## config.mk

```make
export PLATFORM = sky130hd
export DESIGN_NAME = pcm_audio_serial_input
export DESIGN_NICKNAME = d
export VERILOG_FILES = /design/src/common/pcm_in_pkg.sv /design/src/rtl/pcm_audio_serial_input.sv /design/src/rtl/sample_fifo.sv
export SDC_FILE = /design/constraint.sdc
export NUM_CORES = 1
export LEC_CHECK = 0
export CAP_MARGIN = 20
export CORE_MARGIN = 8
export CORE_UTILIZATION = 50
export DETAILED_ROUTE_END_ITERATION = 6
export DONT_BUFFER_PORTS = 1
export GPL_ROUTABILITY_DRIVEN = 0
export GPL_TIMING_DRIVEN = 0
export HOLD_SLACK_MARGIN = 0.02
export PLACE_DENSITY_LB_ADDON = 0.3
export SLEW_MARGIN = 30
export SYNTH_ARGS = -nofsm -noshare
export SYNTH_HDL_FRONTEND = slang
export SYNTH_SLANG_ARGS = --single-unit
```

## constraint.sdc

```tcl
create_clock -name clk -period 5.5 [get_ports clk]
set_clock_uncertainty 0.15 [all_clocks]
set_input_delay 1.1 -clock clk [delete_from_list [all_inputs] [get_ports clk]]
set_output_delay 1.1 -clock clk [all_outputs]
set_load 0.01 [all_outputs]
```

## src/common/pcm_in_pkg.sv

```systemverilog
// Shared constants and types for the serial PCM audio input port.
`default_nettype none
package pcm_in_pkg;
   // ----------------------------------------------------------------
   // Register map
   // ----------------------------------------------------------------
   localparam logic [7:0] CTRL_OFFSET = 8'h00;
   localparam logic [7:0] STATUS_OFFSET = 8'h04;
   localparam logic [7:0] COUNT_OFFSET = 8'h08;
   localparam logic [7:0] CTRL_RESET = 8'h00;
   localparam int CTRL_ENABLE_BIT = 0;
   localparam int CTRL_MASTER_BIT = 1;
   localparam int CTRL_FRAMING_LSB = 2;
   localparam int CTRL_WL_LSB = 4;
   localparam int CTRL_LINEAR_BIT = 6;
   localparam int CTRL_RATIO_BIT = 7;
   localparam int STATUS_OVERRUN_BIT = 0;
   localparam int STATUS_CFG_ERR_BIT = 1;
   localparam int STATUS_LEVEL_LSB = 2;
   localparam int STATUS_LR_BIT = 5;
   // ----------------------------------------------------------------
   // Framing, word length and clock ratios
   // ----------------------------------------------------------------
   typedef enum logic [1:0] {
      FRAMING_I2S = 2'h0,
      FRAMING_LEFT = 2'h1,
      FRAMING_RIGHT = 2'h2,
      FRAMING_SPARE = 2'h3
   } framing_type;
   localparam int SAMPLE_RATE_HZ = 48000;
   localparam int SAMPLE_W = 24;
   localparam logic [4:0] WL_16 = 5'h10;
   localparam logic [4:0] WL_18 = 5'h12;
   localparam logic [4:0] WL_20 = 5'h14;
   localparam logic [4:0] WL_24 = 5'h18;
   localparam logic [5:0] BITS_PER_CHANNEL = 6'h20;
   localparam logic [1:0] HALF_BIT_256FS = 2'h2;
   localparam logic [1:0] HALF_BIT_384FS = 2'h3;
endpackage : pcm_in_pkg
`default_nettype wire

```

## src/rtl/pcm_audio_serial_input.sv

```systemverilog
// Serial PCM audio input port with APB control and a sample FIFO.
//
// The implementer's own choices: the register offsets and the APB interface to the registers.
`default_nettype none
module pcm_audio_serial_input #(
   parameter int FIFO_DEPTH = 4
) (
   input wire logic clk,
   input wire logic reset_n,
   input wire logic psel,
   input wire logic penable,
   input wire logic pwrite,
   input wire logic [7:0] paddr,
   input wire logic [31:0] pwdata,
   input wire logic [3:0] pstrb,
   output logic [31:0] prdata,
   output logic pready,
   output logic pslverr,
   input wire logic master_clock_in,
   output logic master_clock_out,
   input wire logic bit_clock_pin_i,
   output logic bit_clock_pin_o,
   output logic bit_clock_pin_oe_n,
   input wire logic channel_select_clock_pin_i,
   output logic channel_select_clock_pin_o,
   output logic channel_select_clock_pin_oe_n,
   input wire logic serial_sample_in,
   output logic sample_valid,
   input wire logic sample_ready,
   output logic [pcm_in_pkg::SAMPLE_W-1:0] sample_data,
   output logic sample_right
);
   localparam int LW = $clog2(FIFO_DEPTH) + 1;

   // ----------------------------------------------------------------
   // Pin synchronisers
   // ----------------------------------------------------------------
   logic [1:0] mclk_s, bck_s, lr_s, din_s;
   logic mclk_prev;
   always_ff @(posedge clk) begin
      if (!reset_n) begin
         mclk_s <= 2'h0;
         bck_s <= 2'h0;
         lr_s <= 2'h0;
         din_s <= 2'h0;
         mclk_prev <= 1'b0;
      end else begin
         mclk_s <= {mclk_s[0], master_clock_in};
         bck_s <= {bck_s[0], bit_clock_pin_i};
         lr_s <= {lr_s[0], channel_select_clock_pin_i};
         din_s <= {din_s[0], serial_sample_in};
         mclk_prev <= mclk_s[1];
      end
   end
   logic mclk_rise;
   assign mclk_rise = mclk_s[1] && !mclk_prev;

   // ----------------------------------------------------------------
   // Control register
   // ----------------------------------------------------------------
   logic [7:0] ctrl, next_ctrl;
   logic enable, master, linear, ratio384;
   pcm_in_pkg::framing_type framing;
   logic [4:0] wl;
   logic cfg_err;
   assign enable = ctrl[pcm_in_pkg::CTRL_ENABLE_BIT];
   assign master = ctrl[pcm_in_pkg::CTRL_MASTER_BIT];
   assign linear = ctrl[pcm_in_pkg::CTRL_LINEAR_BIT];
   assign ratio384 = ctrl[pcm_in_pkg::CTRL_RATIO_BIT];
   assign framing = pcm_in_pkg::framing_type'(ctrl[pcm_in_pkg::CTRL_FRAMING_LSB +: 2]);

   always_comb begin
      case (ctrl[pcm_in_pkg::CTRL_WL_LSB +: 2])
         2'h0: wl = pcm_in_pkg::WL_16;
         2'h1: wl = pcm_in_pkg::WL_18;
         2'h2: wl = pcm_in_pkg::WL_20;
         default: wl = pcm_in_pkg::WL_24;
      endcase
      if (linear) begin
         wl = pcm_in_pkg::WL_16;
      end
   end
   // Linear PCM with a longer word, or the spare framing code, is flagged.
   assign cfg_err = (linear && ctrl[pcm_in_pkg::CTRL_WL_LSB +: 2] != 2'h0) ||
                    (framing == pcm_in_pkg::FRAMING_SPARE);

   // ----------------------------------------------------------------
   // Master clock generation
   // ----------------------------------------------------------------
   logic [1:0] mdiv, next_mdiv;
   logic [5:0] gen_bits, next_gen_bits;
   logic bck_gen, next_bck_gen, lr_gen, next_lr_gen, mclk_out, next_mclk_out;
   logic [1:0] half_bit;
   assign half_bit = ratio384 ? pcm_in_pkg::HALF_BIT_384FS : pcm_in_pkg::HALF_BIT_256FS;

   always_comb begin
      next_mdiv = mdiv;
      next_bck_gen = bck_gen;
      next_lr_gen = lr_gen;
      next_gen_bits = gen_bits;
      next_mclk_out = enable && master && mclk_s[1];
      if (!(enable && master)) begin
         next_mdiv = 2'h0;
         next_bck_gen = 1'b0;
         next_lr_gen = 1'b0;
         next_gen_bits = 6'h0;
      end else if (mclk_rise) begin
         if (mdiv == half_bit - 2'h1) begin
            next_mdiv = 2'h0;
            next_bck_gen = !bck_gen;
            if (bck_gen) begin
               // Channel clock changes on a falling bit clock edge.
               if (gen_bits == pcm_in_pkg::BITS_PER_CHANNEL - 6'h1) begin
                  next_gen_bits = 6'h0;
                  next_lr_gen = !lr_gen;
               end else begin
                  next_gen_bits = gen_bits + 6'h1;
               end
            end
         end else begin
            next_mdiv = mdiv + 2'h1;
         end
      end
   end

   always_ff @(posedge clk) begin
      if (!reset_n) begin
         mdiv <= 2'h0;
         bck_gen <= 1'b0;
         lr_gen <= 1'b0;
         gen_bits <= 6'h0;
         mclk_out <= 1'b0;
      end else begin
         mdiv <= next_mdiv;
         bck_gen <= next_bck_gen;
         lr_gen <= next_lr_gen;
         gen_bits <= next_gen_bits;
         mclk_out <= next_mclk_out;
      end
   end

   assign master_clock_out = mclk_out;
   assign bit_clock_pin_o = bck_gen;
   assign channel_select_clock_pin_o = lr_gen;
   assign bit_clock_pin_oe_n = !(enable && master);
   assign channel_select_clock_pin_oe_n = !(enable && master);

   // ----------------------------------------------------------------
   // Serial receiver
   // ----------------------------------------------------------------
   logic bck_now, lr_now, bck_prev, next_bck_prev, bit_rise;
   logic lr_last, next_lr_last, lr_changed;
   logic [31:0] sreg, next_sreg;
   logic [5:0] bit_cnt, next_bit_cnt;
   logic capture, cap_right;
   logic [pcm_in_pkg::SAMPLE_W-1:0] cap_data;
   logic [5:0] target;
   logic fifo_in_ready;

   assign bck_now = master ? bck_gen : bck_s[1];
   assign lr_now = master ? lr_gen : lr_s[1];
   assign bit_rise = enable && bck_now && !bck_prev;
   assign lr_changed = lr_now != lr_last;
   assign target = {1'b0, wl} + ((framing == pcm_in_pkg::FRAMING_I2S) ? 6'h1 : 6'h0);

   always_comb begin
      next_bck_prev = bck_now;
      next_lr_last = lr_last;
      next_sreg = sreg;
      // A disabled port forgets its bit position, so a stale count cannot complete a word later.
      next_bit_cnt = enable ? bit_cnt : 6'h0;
      capture = 1'b0;
      cap_right = 1'b0;
      cap_data = '0;
      if (bit_rise) begin
         next_lr_last = lr_now;
         next_sreg = {sreg[30:0], din_s[1]};
         next_bit_cnt = lr_changed ? 6'h1 : ((bit_cnt == 6'h3f) ? bit_cnt : bit_cnt + 6'h1);
         case (framing)
            pcm_in_pkg::FRAMING_I2S, pcm_in_pkg::FRAMING_LEFT: begin
               // The word is complete once its last bit after the delay is in.
               capture = (next_bit_cnt == target);
               cap_data = next_sreg[23:0] << (5'h18 - wl);
               // In I2S a low channel clock marks left, else a high one does.
               cap_right = (framing == pcm_in_pkg::FRAMING_I2S) ? lr_now : !lr_now;
            end
            pcm_in_pkg::FRAMING_RIGHT: begin
               // The word ends just before the channel clock changes.
               capture = lr_changed && bit_cnt >= {1'b0, wl};
               cap_data = sreg[23:0] << (5'h18 - wl);
               cap_right = lr_now;
            end
            default: begin
               capture = 1'b0;
            end
         endcase
      end
   end

   always_ff @(posedge clk) begin
      if (!reset_n) begin
         bck_prev <= 1'b0;
         lr_last <= 1'b0;
         sreg <= 32'h0;
         bit_cnt <= 6'h0;
      end else begin
         bck_prev <= next_bck_prev;
         lr_last <= next_lr_last;
         sreg <= next_sreg;
         bit_cnt <= next_bit_cnt;
      end
   end

   logic [LW-1:0] fifo_level;
   sample_fifo #(
      .WIDTH(pcm_in_pkg::SAMPLE_W + 1),
      .DEPTH(FIFO_DEPTH)
   ) sample_fifo_i (
      .clk(clk),
      .reset_n(reset_n),
      .in_valid(capture),
      .in_ready(fifo_in_ready),
      .in_data({cap_right, cap_data}),
      .out_valid(sample_valid),
      .out_ready(sample_ready),
      .out_data({sample_right, sample_data}),
      .level(fifo_level)
   );

   // ----------------------------------------------------------------
   // APB slave and status
   // ----------------------------------------------------------------
   logic overrun, next_overrun;
   logic [31:0] count, next_count, next_prdata;
   logic next_pslverr, setup, wr_access, mapped;
   assign setup = psel && !penable;
   assign wr_access = psel && penable && pwrite;
   assign pready = 1'b1;
   assign mapped = paddr == pcm_in_pkg::CTRL_OFFSET || paddr == pcm_in_pkg::STATUS_OFFSET ||
                   paddr == pcm_in_pkg::COUNT_OFFSET;

   always_comb begin
      next_ctrl = ctrl;
      next_overrun = overrun;
      next_count = count + ((capture && fifo_in_ready) ? 32'h1 : 32'h0);
      next_prdata = prdata;
      next_pslverr = pslverr;
      if (wr_access && pstrb[0] && paddr == pcm_in_pkg::CTRL_OFFSET) begin
         next_ctrl = pwdata[7:0];
      end
      if (wr_access && pstrb[0] && paddr == pcm_in_pkg::STATUS_OFFSET &&
          pwdata[pcm_in_pkg::STATUS_OVERRUN_BIT]) begin
         next_overrun = 1'b0;
      end
      // A lost word in the same cycle as the clear keeps the flag set.
      if (capture && !fifo_in_ready) begin
         next_overrun = 1'b1;
      end
      if (setup) begin
         next_pslverr = !mapped;
         next_prdata = 32'h0;
         case (paddr)
            pcm_in_pkg::CTRL_OFFSET: next_prdata[7:0] = ctrl;
            pcm_in_pkg::STATUS_OFFSET: begin
               next_prdata[pcm_in_pkg::STATUS_OVERRUN_BIT] = overrun;
               next_prdata[pcm_in_pkg::STATUS_CFG_ERR_BIT] = cfg_err;
               next_prdata[pcm_in_pkg::STATUS_LEVEL_LSB +: LW] = fifo_level;
               next_prdata[pcm_in_pkg::STATUS_LR_BIT] = lr_last;
            end
            pcm_in_pkg::COUNT_OFFSET: next_prdata = count;
            default: next_prdata = 32'h0;
         endcase
      end
   end

   always_ff @(posedge clk) begin
      if (!reset_n) begin
         ctrl <= pcm_in_pkg::CTRL_RESET;
         overrun <= 1'b0;
         count <= 32'h0;
         prdata <= 32'h0;
         pslverr <= 1'b0;
      end else begin
         ctrl <= next_ctrl;
         overrun <= next_overrun;
         count <= next_count;
         prdata <= next_prdata;
         pslverr <= next_pslverr;
      end
   end
endmodule : pcm_audio_serial_input
`default_nettype wire

```

## src/rtl/sample_fifo.sv

```systemverilog
// Small synchronous FIFO carrying received samples to the sample output.
`default_nettype none
module sample_fifo #(
   parameter int WIDTH = 25,
   parameter int DEPTH = 4
) (
   input wire logic clk,
   input wire logic reset_n,
   input wire logic in_valid,
   output logic in_ready,
   input wire logic [WIDTH-1:0] in_data,
   output logic out_valid,
   input wire logic out_ready,
   output logic [WIDTH-1:0] out_data,
   output logic [$clog2(DEPTH):0] level
);
   localparam int PW = $clog2(DEPTH);
   logic [WIDTH-1:0] mem [DEPTH];
   logic [PW-1:0] wr_ptr, rd_ptr, next_wr_ptr, next_rd_ptr;
   logic [PW:0] next_level;
   logic push, pop;

   assign in_ready = (level != (PW+1)'(DEPTH));
   assign out_valid = (level != '0);
   assign out_data = mem[rd_ptr];
   assign push = in_valid && in_ready;
   assign pop = out_valid && out_ready;

   always_comb begin
      next_wr_ptr = wr_ptr;
      next_rd_ptr = rd_ptr;
      if (push) begin
         next_wr_ptr = (wr_ptr == PW'(DEPTH - 1)) ? '0 : wr_ptr + 1'b1;
      end
      if (pop) begin
         next_rd_ptr = (rd_ptr == PW'(DEPTH - 1)) ? '0 : rd_ptr + 1'b1;
      end
      next_level = level + (PW+1)'(push) - (PW+1)'(pop);
   end

   always_ff @(posedge clk) begin
      if (!reset_n) begin
         wr_ptr <= '0;
         rd_ptr <= '0;
         level <= '0;
      end else begin
         wr_ptr <= next_wr_ptr;
         rd_ptr <= next_rd_ptr;
         level <= next_level;
      end
   end

   always_ff @(posedge clk) begin
      if (push) begin
         mem[wr_ptr] <= in_data;
      end
   end
endmodule : sample_fifo
`default_nettype wire

```

# --- Word level (Yosys, flattened, before mapping) ---
# Memory sizes are Yosys's and may differ from the RTL's. A register that Yosys moved wholly into a read port is not among the register bits.
# Cells that the tools add are included.
totals:
  register_bits: 133
  latch_bits: 0
  ramBits: 100
  rom_bits: 0
  inputBits: 54
  output_inout_bits: 65
  wordCells: 124
  n_memories: 1
classes:
  n_addsub: 11
  multipliers: 0
  n_div: 0
  magnitude_cmp: 1
  n_eq_ne: 16
  n_shift: 2
  n_mux: 31
  n_bitwise: 0
  reduce_logical: 40
mem_list:
  columns: ["name", "words", "width", "rd", "rd_ports_with_merged_regs", "wr", "line_no", "rtl"]
  rows:
  - ["sample_fifo_i.mem", 4, 25, 1, 1, 1, "sample_fifo.sv:18", "logic [WIDTH-1:0] mem [DEPTH];"]
ops:
  columns: ["operator", "count"]
  rows:
  - ["$mux 24", 2]
  - ["$pmux 24 s2", 1]
  - ["$shl 24x5->24", 2]
  - ["$add 32x1->32", 1]
  - ["$mux 6", 5]
  - ["$pmux 6 s3", 1]
  - ["$logic_and 1x1->1", 17]
  - ["$add 6x1->6 const B", 2]
  - ["$mux 1", 12]
  - ["$pmux 4 s3", 1]
  - ["$eq 2x2->1 const B", 5]
  - ["$mux 2", 5]
  - ["$logic_not 1->1", 9]
  - ["$eq 8x3->1 const B", 1]
  - ["$eq 8x4->1 const B", 1]
  - ["$logic_not 8->1", 1]
  - ["$add 2x1->2 const B", 3]
  - ["$add 5x1->6", 1]
  - ["$eq 6x5->1 const B", 1]
  - ["$eq 6x6->1", 1]
  - ["$eq 6x6->1 const B", 1]
  - ["$ge 6x5->1", 1]
  - ["$mux 5", 1]
  - ["$sub 5x5->5 const A", 1]
  - ["18 further kinds", 25]

# --- Logic depth before layout (Yosys ltp) ---
# Gate-level depths: netlist (run 1).
logic_depth:
  word_depth: 10
  mapped_depth: 16
  depth_no_buf: 15

# --- By module ---
# Synthesis (run 1) repeated with hierarchy kept, for this count alone.
hier_totals:
  hier_cells: 948
  hier_area_um2: 10641.5
modules_own_cells:
  columns: ["mod", "n_inst", "cells_each", "area_per_inst_um2", "seq_area_each_um2"]
  rows:
  - ["pcm_audio_serial_input", 1, 765, 6552.5, 2522.4]
  - ["sample_fifo", 1, 183, 4088.9, 3183.1]

# --- Worst setup path after synthesis (run 1) ---
# Ideal clock, no wire load.
synth_path:
  path_type: "reg-to-reg"
  start: "register ctrl[4]"
  end: "register count[27]"
  setup_time_ns: 0.128
  arrival_ns: 3.320
  t_required_ns: 5.222
  path_slack_ns: 1.902
  path_stages_with_launch: 16
  n_path_buf: 1
  period_less_slack_ns: 3.598
  cell_sequence: "dfxtp_1 -> nor3b_2 -> clkbuf_1 -> ha_1 -> nand2b_1 -> a21boi_0 -> o211ai_1 -> a2111o_1 -> nand2_2 -> ha_1 -> nand3_1 -> nor2_1 -> and4_1 -> nand4_1 -> xor2_1 -> nor2_1"
synth_via:
  elab_chain_cells: 10
  word_cells_on_any_way: 14
  cone_classes: "2 x add/sub; 1 x order compare; 3 x eq/ne; 5 x mux; 3 x reduce/logical"
synth_rtl:
  columns: ["item", "line_no", "rtl"]
  rows:
  - ["from (decl)", "pcm_audio_serial_input.sv:61", "logic [7:0] ctrl, next_ctrl;"]
  - ["from (signal assigned)", "pcm_audio_serial_input.sv:278", "ctrl <= pcm_in_pkg::CTRL_RESET;"]
  - ["from (signal assigned)", "pcm_audio_serial_input.sv:284", "ctrl <= next_ctrl;"]
  - ["$eq 2x2->1 (tied with other cells)", "pcm_audio_serial_input.sv:73", "case (ctrl[pcm_in_pkg::CTRL_WL_LSB +: 2])"]
  - ["$pmux 4 s3 (*)", "pcm_audio_serial_input.sv:73", null]
  - ["$mux 5 (*)", "pcm_audio_serial_input.sv:79", "if (linear) begin"]
  - ["$add 5x1->6 / $ge 6x5->1 (equally long branches)", "pcm_audio_serial_input.sv:164, pcm_audio_serial_input.sv:189", null]
  - ["$eq 6x6->1 / $logic_and 1x1->1 (equally long branches)", "pcm_audio_serial_input.sv:182, pcm_audio_serial_input.sv:189", null]
  - ["$pmux 1 s2 (*)", "pcm_audio_serial_input.sv:179", "case (framing)"]
  - ["$mux 1 (*)", "pcm_audio_serial_input.sv:175", "if (bit_rise) begin"]
  - ["$logic_and 1x1->1 (*)", null, null]
  - ["via sample_fifo_i.push", "sample_fifo.sv:21", "logic push, pop;"]
  - ["$mux 1 (*)", "pcm_audio_serial_input.sv:245", "next_count = count + ((capture && fifo_in_ready) ? 32'h1 : 32'h0);"]
  - ["$add 32x1->32 (*)", "pcm_audio_serial_input.sv:245", null]
  - ["to (signal assigned)", "pcm_audio_serial_input.sv:286", "count <= next_count;"]
  - ["to (decl)", "pcm_audio_serial_input.sv:234", "logic [31:0] count, next_count, next_prdata;"]
# Mark *: on every way through the listed nets, which the timed path passes. The rest lies on a longest branch.
# A chain may end at the register's enable or synchronous reset.

# --- Final worst setup path (run 1) ---
# Same ends and word-level chain as after synthesis.

==> results of run 1 <==
## per-stage QoR
step	hold slack, ps	instances	cell area (µm²)	setup WS (ps)
global route	309	1236	11500	480
detailed placement	268	1192	10700	898
global placement	266	1192	10700	950
floorplan	262	922	10300	1900
CTS	284	1236	11500	862
finish	281	1236	11500	918
## sequential cells by signal, summed over array words and instances, names as in the netlist, 3 cells and up, named ones only
register / count
sample_fifo_i.mem: 100
sreg: 24
sample_fifo_i.level: 3
ctrl: 8
gen_bits: 6
prdata: 32
count: 32
bit_cnt: 6
## layout by cell type (no fill, tap or decap), types with 3 or more instances in the layout
cell type / count
a211oi_1: 27
a21oi_1: 52
a22oi_1: 31
and2_1: 19
and2_2: 4
and3_1: 6
and4_1: 7
buf_1: 5
buf_2: 6
buf_4: 5
clkbuf_1: 39
clkbuf_16: 25
clkbuf_8: 5
clkinv_1: 4
clkinv_2: 5
dfxtp_1: 135
edfxtp_1: 100
ha_1: 15
inv_1: 11
mux2i_1: 59
mux4_2: 27
nand2_1: 92
nand2b_1: 4
nand3_1: 30
nand3b_1: 3
nand4_1: 8
nor2_1: 101
nor2b_1: 16
nor3_1: 4
nor3b_1: 4
nor4_1: 3
o21ai_0: 22
or3_1: 6
xnor2_1: 18
xor2_1: 28
## worst paths after layout
check	endpoint	slack (ps)
worst max-delay path	count[27]	920
worst min-delay path	mclk_s[1]	280
worst max register to register	count[27]	920
worst min register to register	mclk_s[1]	280
## final cells by class
class / instances / area (µm²)
plain buffers: 54 / 229
multi-input cells: 621 / 4360
flip-flops and latches: 235 / 5710
well taps: 270 / 338
fillers: 1709 / 8760
clock inverters: 13 / 95.1
inverters: 12 / 45.0
clock buffers: 31 / 698
## where the power goes
group / switching, mW / leakage, nW / internal (mW)
logic: 0.141 / 1.30 / 0.0954
clock network: 0.653 / 0.394 / 0.942
registers: 0.0207 / 2.10 / 1.83
total: 0.815 / 3.80 / 2.86
## worst reg2reg max path, cell delays in order (launching register included)
cell,delay (ps)
dfxtp_1,400
nor3b_2,580
clkbuf_1,470
ha_1,190
nand2b_1,50
a21boi_0,190
o211ai_1,140
a2111o_1,490
nand2_2,170
ha_1,200
nand3_1,180
nor2_1,530
and4_1,370
nand4_1,130
xor2_1,160
nor2_1,50
## logic make-up after synthesis
group	synth area share, %
AO/OA/AOI/OAI	9.35
XOR/XNOR	4.12
adder cells (fa/ha/maj)	2.01
buffers and inverters	2.65
flip-flops	55.2
multiplexers	11.7
other	0.0363
AND/OR/NAND/NOR	14.9
## layer usage
layer | vias to the layer above | share of wire, % | GRT usage (%)
met4 | 2 | 2.4 | 4.80
li1 | 3391 | - | -
met5 | - | 0.056 | 0
met2 | 184 | 48 | 29.7
met1 | 3357 | 42 | 21.3
met3 | 44 | 7.8 | 5.91
==> metrics, run 1 <==
number of vias per cell 5.65; share of cells above drive strength 1 9.63%; worst reg2reg path depth 15; Core Area 20200 µm²; Crit Path Category register to register; IO Port Bufs 0; min Tclk post-route 4580 ps; worst hold path cell count 1; leak pwr 3.80 nW; Mapped Area 10300 µm²; hold crit path type register to register; CP Cell Sequence nor3b_2 > clkbuf_1 > ha_1 > nand2b_1 > a21boi_0 > o211ai_1 > a2111o_1 > nand2_2 > ha_1 > nand3_1 > nor2_1 > and4_1 > nand4_1 > xor2_1 > nor2_1; final setup TNS 0 ps; run status finished clean; worst skew pair latency 510 ps; yosys warns 0; all-layer global routing usage 17.6%; num rows 52; vias in the first global route 6901; Yosys cell types 59; area share of the largest cell type after synthesis 29.1%; H-tree Lvls 1; sequential-to-total area share from yosys stat 55.2%; clock-pin slew on the worst setup and hold paths 60 ps; Max Clk Rate 218 MHz; Crit. Startpoint ctrl[4]; CP peak stage delay 580 ps; Final Hold Vio Count 0; fin nets 1019; Crit path required time 5720 ps; post-synth top area cell edfxtp_1; Rel. slew slack 52.5%; CTS Buf Count 25; post-CTS sizing 0; Max-Cap Viols 0; Post-synth EDFFs 100; Seq cells post-synth 235; hpwl dp 16.8 mm; count leader, synth dfxtp_1; Die ar. 25500 µm²; die height 160 µm; Residual DRC 0; wire length per cell 18.7 µm; Syn Area/Cell 11.2 µm²; FF-to-FF Start ctrl[4]; RSZ-0062 raised after global routing false; Initial DRT Pass Iterations 5; Die W 160 µm; WP depth 15; CTS Buffer Depth 3; WP data arrival 4810 ps; area grow syn2layout 11.0%; Slew Limit Fails 0; # hold bufs at CTS 0; Final Util 56.7%; CP delay by family, top simple AND/OR/NAND/NOR gates; I/O Pins 119; CTS tree built; diodes inserted 0; slew of the pin with the lowest slew margin 709 ps; most frequent cells after synthesis dfxtp_1 (135), nor2_1 (101), edfxtp_1 (100), nand2_1 (92), mux2i_1 (59); CP startpoint kind register; global-route wire length before repair 37.1 mm; part of the cycle the worst path needs 83.3%; number of routed nets with antenna violations 0; crit path capture type register; Gate Count Post-Synth 922; Synth async-reset ratio 0%; largest net degree at the start of global routing 26; postcts setup bufs 0; min-delay src mclk_s[0]; final WL 23.1 mm; total congestion overflow 0; Pwr per Cell Area 321 nW/µm²; CP max FO 10; antenna violations before repair 1; Vias 6978; initial core utilization 51.1%; dominant cells by area after synthesis edfxtp_1 (29%), dfxtp_1 (26%), mux4_2 (5.9%), mux2i_1 (5.7%), nor2_1 (3.7%); VDD IR max 0.000226 V; Worst path slowest cell nor3b_2; Post-Synthesis Net Count 992; Top FF cell, synth dfxtp_1; total power 3.68 mW; CTS Sinks 235; final setup fails 0; Detailed Route Iter0 Violations 298; CP Buf/Inv Count 1; Root Driver clkbuf_16
Note: power is estimated with default switching activity, not from simulation.
==> run 2, diff against run 1 <==
==> constraint.sdc (replaced) <==
create_clock -name clk -period 3.86 [get_ports clk]
set_clock_uncertainty 0.15 [all_clocks]
set_input_delay 0.772 -clock clk [delete_from_list [all_inputs] [get_ports clk]]
set_output_delay 0.772 -clock clk [all_outputs]
set_load 0.01 [all_outputs]
==> run 2 against run 1 <==
Via count grew 0.53%. Critical path depth decreased by 3. Worst setup slack got worse by 760 ps. Total power increased by 42%. Final cell count increased by 0.65%. Die area stayed put. Largest cell class unchanged. Combinational power grew 42%. Non-clock buffer count increased by 8. First-iteration DRC count up 28%. Critical path type unchanged. Global-route usage about the same.
==> metrics, run 2 (same netlist as run 1, synthesis figures left out) <==
min Tclk post-route 3710 ps (was 4580 ps); # hold bufs at CTS 0 (unchanged); fin nets 1027 (was 1019); RSZ-0062 raised after global routing false (unchanged); share of cells above drive strength 1 11.8% (was 9.63%); crit path capture type register (unchanged); commonest non-fill, non-tap cell in the layout dfxtp_1 (unchanged); run status finished clean (unchanged); Residual DRC 0 (unchanged); CTS Sinks 235 (unchanged); Regs by FF count sample_fifo_i.mem (100), count (32), prdata (32) (unchanged); Initial DRT Pass Iterations 5 (unchanged); diodes inserted 0 (unchanged); Rel. slew slack 52.8% (was 52.5%); num rows 52 (unchanged); hpwl dp 16.8 mm (unchanged); max reg flops 100 (unchanged); Slew Limit Fails 0 (unchanged); worst hold path cell count 1 (unchanged); Die ar. 25500 µm² (unchanged); slew of the pin with the lowest slew margin 708 ps (was 709 ps); WP data arrival 3990 ps (was 4810 ps); Vias 7015 (was 6978); Crit Path Category register to register (unchanged); CP startpoint kind register (unchanged); CTS tree built (unchanged); Max Clk Rate 270 MHz (was 218 MHz); Pwr per Cell Area 452 nW/µm² (was 321 nW/µm²); Final Hold Vio Count 0 (unchanged); global-route wire length before repair 37.1 mm (about the same); CP Cell Sequence nand3_2 > or4b_4 > a2111oi_4 > nand4b_1 > nand2_4 > ha_2 > ha_2 > nand2_1 > nor2_4 > nand4_1 > or3_1 > a21oi_1 (was nor3b_2 > clkbuf_1 > ha_1 > nand2b_1 > a21boi_0 > o211ai_1 > a2111o_1 > nand2_2 > ha_1 > nand3_1 > nor2_1 > and4_1 > nand4_1 > xor2_1 > nor2_1); dpl ws -742 ps (was 898 ps); CP most frequent cell ha_2; Core Area 20200 µm² (unchanged); setup ws final 155 ps (was 918 ps); WP depth 12 (was 15); all-layer global routing usage 17.6% (about the same); I/O Pins 119 (unchanged); clock-pin slew on the worst setup and hold paths 60 ps (about the same); final setup fails 0 (unchanged); most frequent cells in the layout dfxtp_1 (132), edfxtp_1 (100), nor2_1 (99) (was dfxtp_1 (135), nor2_1 (101), edfxtp_1 (100)); vias in the first global route 6905 (was 6901); CTS Buffer Depth 3 (unchanged); wire length per cell 18.7 µm (about the same); part of the cycle the worst path needs 96.0% (was 83.3%); die height 160 µm (unchanged); CP peak stage delay 550 ps (was 580 ps); worst hold slack 232 ps (was 281 ps); hold crit path type input port to register (was register to register); largest net degree at the start of global routing 26 (unchanged); worst reg2reg path depth 12 (was 15); leak pwr 3.84 nW (was 3.80 nW); Top reg by flops sample_fifo_i.mem (unchanged); Max-Cap Viols 0 (unchanged); initial core utilization 51.1% (unchanged); CTS Buf Count 25 (unchanged); Root Driver clkbuf_16 (unchanged); CP max FO 7 (was 10); final WL 23.2 mm (was 23.1 mm); worst skew pair latency 510 ps (about the same); Die W 160 µm (unchanged); area grow syn2layout 12.2% (was 11.0%); IO Port Bufs 0 (unchanged); antenna violations before repair 1 (unchanged); total congestion overflow 0 (unchanged); CP Buf/Inv Count 0 (was 1); H-tree Lvls 1 (unchanged); Detailed Route Iter0 Violations 381 (was 298); CP delay by family, top simple AND/OR/NAND/NOR gates (unchanged); number of routed nets with antenna violations 0 (unchanged); total power 5.24 mW (was 3.68 mW); Worst path slowest cell or4b_4 (was nor3b_2); Crit path required time 4150 ps (was 5720 ps); number of vias per cell 5.64 (was 5.65); VDD IR max 0.000320 V (was 0.000226 V)
run 2: cell types whose count changed in the layout (fill, tap and decap cells not counted), moves of 2 or more:
| cell | before | now |
|---|---|---|
| buf_4 | 5 | 13 |
| clkbuf_1 | 39 | 37 |
| dfxtp_1 | 135 | 132 |
| dfxtp_2 | 0 | 2 |
| ha_1 | 15 | 12 |
| ha_2 | 0 | 3 |
| nor2_1 | 101 | 99 |
| nor2_4 | 0 | 2 |
run 2: metrics by stage:
stage	instances	TNS (ps)	utilization, %	cell area, µm²
6_report	1244	0	57.3	11600
5_1_grt	1244	0	57.3	11600
4_1_cts	1238	0	56.9	11500
3_5_place_dp	1192	-16030	52.8	10700
3_3_place_gp	1192	-49290	52.8	10700
2_1_floorplan	922	0	-	10300
run 2: where the power goes:
| part | switching [mW] | internal (mW) |
|---|---|---|
| combinational | 0.199 | 0.136 |
| clock | 0.930 | 1.34 |
| sequential | 0.0296 | 2.60 |
| total | 1.16 | 4.08 |
run 2: final timing paths:
path / slack, ps / from / end
setup / recovery: 150 / bit_cnt[2] / count[26]
hold / removal: 230 / serial_sample_in / din_s[0]
hold reg to reg: 280 / mclk_s[0] / mclk_s[1]
setup reg to reg: 150 / bit_cnt[2] / count[26]
run 2: cell type report:
| class | count | area, µm² |
|---|---|---|
| multi-input cells | 621 | 4410 |
| flip-flops and latches | 235 | 5710 |
| plain buffers | 54 | 234 |
| clock inverters | 13 | 95.1 |
| inverters | 12 | 45.0 |
| well taps | 270 | 338 |
| clock buffers | 31 | 698 |
| repair buffers | 8 | 60.1 |
| fillers | 1696 | 8640 |
run 2: what timing repair did:
item                       4_1_cts  5_1_grt
setup endpoints to repair      147       32
setup buffers                    2        6
resized for setup                7       17
pin swaps                        2        7
run 2: per-layer routing:
layer	part of all wire, %	global-route usage [%]	vias to the layer above
li1	-	-	3399
met1	42	21.2	3386
met2	47	29.8	182
met3	7.8	5.91	46
met4	2.5	4.80	2
met5	0.056	0	-
==> run 3, diff against run 2 <==
--- a/config.mk
+++ b/config.mk
@@ -5,7 +5,9 @@
 export SDC_FILE = /design/constraint.sdc
 export NUM_CORES = 1
 export LEC_CHECK = 0
+export ABC_AREA = 1
 export CAP_MARGIN = 20
+export CORE_ASPECT_RATIO = 0.6
 export CORE_MARGIN = 8
 export CORE_UTILIZATION = 50
 export DETAILED_ROUTE_END_ITERATION = 6
==> run 3 against run 2 <==
Clock power hardly changed. Sequential cell count did not move. Core utilization is 0.056 points higher. Routed wire length is 17% higher. Worst setup slack better by 36 ps. Non-clock buffer count rose by 6. Die area is 4.0% higher. Synthesized cell count is 37% higher. Fmax grew 0.99%. Register-to-register slack improved by 40 ps. Synthesized area is 3.8% higher.
==> metrics, run 3 <==
run status finished clean (unchanged); Post-Synthesis Net Count 1330 (was 992); CP startpoint kind register (unchanged); initial core utilization 51.0% (was 51.1%); area share of the largest cell type after synthesis 28.0% (was 29.1%); slew of the pin with the lowest slew margin 687 ps (was 708 ps); hpwl dp 19.9 mm (was 16.8 mm); dpl ws -266 ps (was -742 ps); antenna violations before repair 0 (was 1); I/O Pins 119 (unchanged); CTS tree built (unchanged); Residual DRC 0 (unchanged); Post-synth EDFFs 100 (unchanged); Detailed Route Iter0 Violations 828 (was 381); CP Cell Sequence inv_2 > nand3_4 > inv_4 > buf_4 > ha_1 > nand2_1 > nor3_1 > o21ai_0 > nand2_2 > nand3_4 > inv_1 > ha_2 > ha_1 > nand2_1 > nor2_1 > nand2_1 > nor2_2 > nand3_1 > inv_2 > nand4_4 > o21ai_0 > nor3b_1 (was nand3_2 > or4b_4 > a2111oi_4 > nand4b_1 > nand2_4 > ha_2 > ha_2 > nand2_1 > nor2_4 > nand4_1 > or3_1 > a21oi_1); Gate Count Post-Synth 1260 (was 922); setup ws final 191 ps (was 155 ps); Crit path required time 4140 ps (was 4150 ps); number of routed nets with antenna violations 0 (unchanged); count leader, synth nand2_1 (was dfxtp_1); final setup fails 0 (unchanged); Seq cells post-synth 235 (unchanged); Top reg by flops sample_fifo_i.mem (unchanged); H-tree Lvls 1 (unchanged); share of cells above drive strength 1 9.41% (was 11.8%); Root Driver clkbuf_16 (unchanged); # hold bufs at CTS 0 (unchanged); worst hold path cell count 2 (was 1); Regs by FF count sample_fifo_i.mem (100), count (32), prdata (32) (unchanged); largest net degree at the start of global routing 21 (was 26); Synth async-reset ratio 0% (unchanged); crit path capture type register (unchanged); Top FF cell, synth dfxtp_1 (unchanged); all-layer global routing usage 20.4% (was 17.6%); clock-pin slew on the worst setup and hold paths 60 ps (about the same); Mapped Area 10700 µm² (was 10300 µm²); worst skew pair latency 510 ps (about the same); post-synth top area cell edfxtp_1 (unchanged); Slew Limit Fails 0 (unchanged); CP Buf/Inv Count 5 (was 0); most frequent cells in the layout nand2_1 (217), o21ai_0 (169), dfxtp_1 (131) (was dfxtp_1 (132), edfxtp_1 (100), nor2_1 (99)); global-route wire length before repair 43.9 mm (was 37.1 mm); Final Util 57.4% (was 57.3%); Crit Path Category register to register (unchanged); max reg flops 100 (unchanged); die height 129 µm (was 160 µm); Die W 205 µm (was 160 µm); Initial DRT Pass Iterations 5 (unchanged); Core Area 21000 µm² (was 20200 µm²); Syn Area/Cell 8.52 µm² (was 11.2 µm²); WP depth 22 (was 12); Max Clk Rate 273 MHz (was 270 MHz); num rows 41 (was 52); Worst path slowest cell dfxtp_2 (was or4b_4); commonest non-fill, non-tap cell in the layout nand2_1 (was dfxtp_1); final WL 27.3 mm (was 23.2 mm); diodes inserted 0 (unchanged); CP delay by family, top simple AND/OR/NAND/NOR gates (unchanged); part of the cycle the worst path needs 95.1% (was 96.0%); CP max FO 10 (was 7); Pwr per Cell Area 478 nW/µm² (was 452 nW/µm²); VDD IR max 0.000283 V (was 0.000320 V); area grow syn2layout 12.4% (was 12.2%); CTS Buffer Depth 3 (unchanged); CP peak stage delay 380 ps (was 550 ps); dominant cells by area after synthesis edfxtp_1 (28%), dfxtp_1 (25%), o21ai_0 (7.9%), nand2_1 (7.7%), a21oi_1 (4.9%) (was edfxtp_1 (29%), dfxtp_1 (26%), mux4_2 (5.9%), mux2i_1 (5.7%), nor2_1 (3.7%)); most frequent cells after synthesis nand2_1 (219), o21ai_0 (170), dfxtp_1 (135), nor2_1 (133), inv_1 (126) (was dfxtp_1 (135), nor2_1 (101), edfxtp_1 (100), nand2_1 (92), mux2i_1 (59)); hold crit path type input port to register (unchanged); Rel. slew slack 53.9% (was 52.8%); leak pwr 4.63 nW (was 3.84 nW); total congestion overflow 0 (unchanged); Yosys cell types 52 (was 59); wire length per cell 17.2 µm (was 18.7 µm); vias in the first global route 8248 (was 6905); worst reg2reg path depth 22 (was 12); fin nets 1361 (was 1027); IO Port Bufs 0 (unchanged); CTS Buf Count 23 (was 25); Die ar. 26600 µm² (was 25500 µm²); number of vias per cell 5.53 (was 5.64); fill count 1865 (was 1696); RSZ-0062 raised after global routing false (unchanged); WP data arrival 3950 ps (was 3990 ps); CTS Sinks 235 (unchanged); yosys warns 0 (unchanged); Vias 8767 (was 7015); CP most frequent cell nand2_1 (was ha_2); Max-Cap Viols 0 (unchanged); sequential-to-total area share from yosys stat 53.2% (was 55.2%); Final Hold Vio Count 0 (unchanged); min Tclk post-route 3670 ps (was 3710 ps)
==> run 3: changes by cell type after synthesis, sizes merged, moves of 21 or more <==
cell / previous run / this run
a211oi: 28 / 2
a21oi: 52 / 106
a22oi: 31 / 0
and2: 23 / 0
inv: 12 / 135
mux2i: 59 / 4
mux4: 27 / 0
nand2: 93 / 223
nor2: 101 / 143
nor3: 4 / 25
o21ai: 23 / 179
o22ai: 0 / 33
xor2: 28 / 5
==> run 3: report_power, final <==
group	total (mW)	internal (mW)	switching [mW]
combinational	0.820	0.225	0.596
sequential	2.67	2.62	0.0536
clock	2.28	1.33	0.942
==> run 3: cell type report <==
| type | instances | area [µm²] | area share [%] |
|---|---|---|---|
| buffer | 62 | 303 | 2.51 |
| timing repair buffer | 6 | 125 | 1.04 |
| sequential | 235 | 5720 | 47.4 |
| multi-input combinational | 828 | 4300 | 35.7 |
| tap | 279 | 349 | 2.89 |
| inverter | 135 | 509 | 4.22 |
| clock buffer | 28 | 614 | 5.09 |
| clock inverter | 13 | 144 | 1.19 |
==> run 3: worst paths after layout <==
kind / start / end / slack (ps)
worst max-delay path: ctrl[5] / count[30] / 190
worst min-delay path: bit_clock_pin_i / bck_s[0] / 210
worst max register to register: ctrl[5] / count[30] / 190
worst min register to register: mclk_s[0] / mclk_s[1] / 260
==> run 3: logic make-up (layout without fill, tap and decap cells) <==
group                    after synthesis  in the layout  share of synthesized area (%)
AND/OR/NAND/NOR                      458            458                           19.2
AO/OA/AOI/OAI                        339            339                           16.9
flip-flops                           235            235                           53.2
buffers and inverters                197            244                           7.52
adder cells (fa/ha/maj)               16             16                           1.94
XOR/XNOR                               9              9                          0.805
multiplexers                           5              5                          0.478
other                                  1              1                         0.0349
==> run 3: layer usage <==
layer | global-route usage (%) | vias up | wire (µm)
met3 | 5.21 | 30 | 2330
met4 | 3.69 | 0 | 401
met2 | 30.2 | 319 | 11300
li1 | - | 4319 | -
met5 | 0 | - | 0
met1 | 30.0 | 4099 | 13200
==> run 3: per-stage QoR <==
step / TNS (ps) / cell area, µm² / power, mW / hold WS [ps] / instances
6_report: 0 / 12100 / 5.77 / 206 / 1586
4_1_cts: 0 / 12000 / 5.81 / 192 / 1585
5_1_grt: 0 / 12100 / 6.01 / 194 / 1586
3_3_place_gp: -46930 / 11100 / 3.54 / 247 / 1539
3_5_place_dp: -1310 / 11200 / 3.55 / 249 / 1543
2_1_floorplan: 0 / 10700 / 3.29 / 240 / 1260
==> run 3: timing repair <==
item,4_1_cts,5_1_grt
pin swaps,1,2
setup endpoints to repair,13,13
setup buffers,1,1
resized for setup,5,18
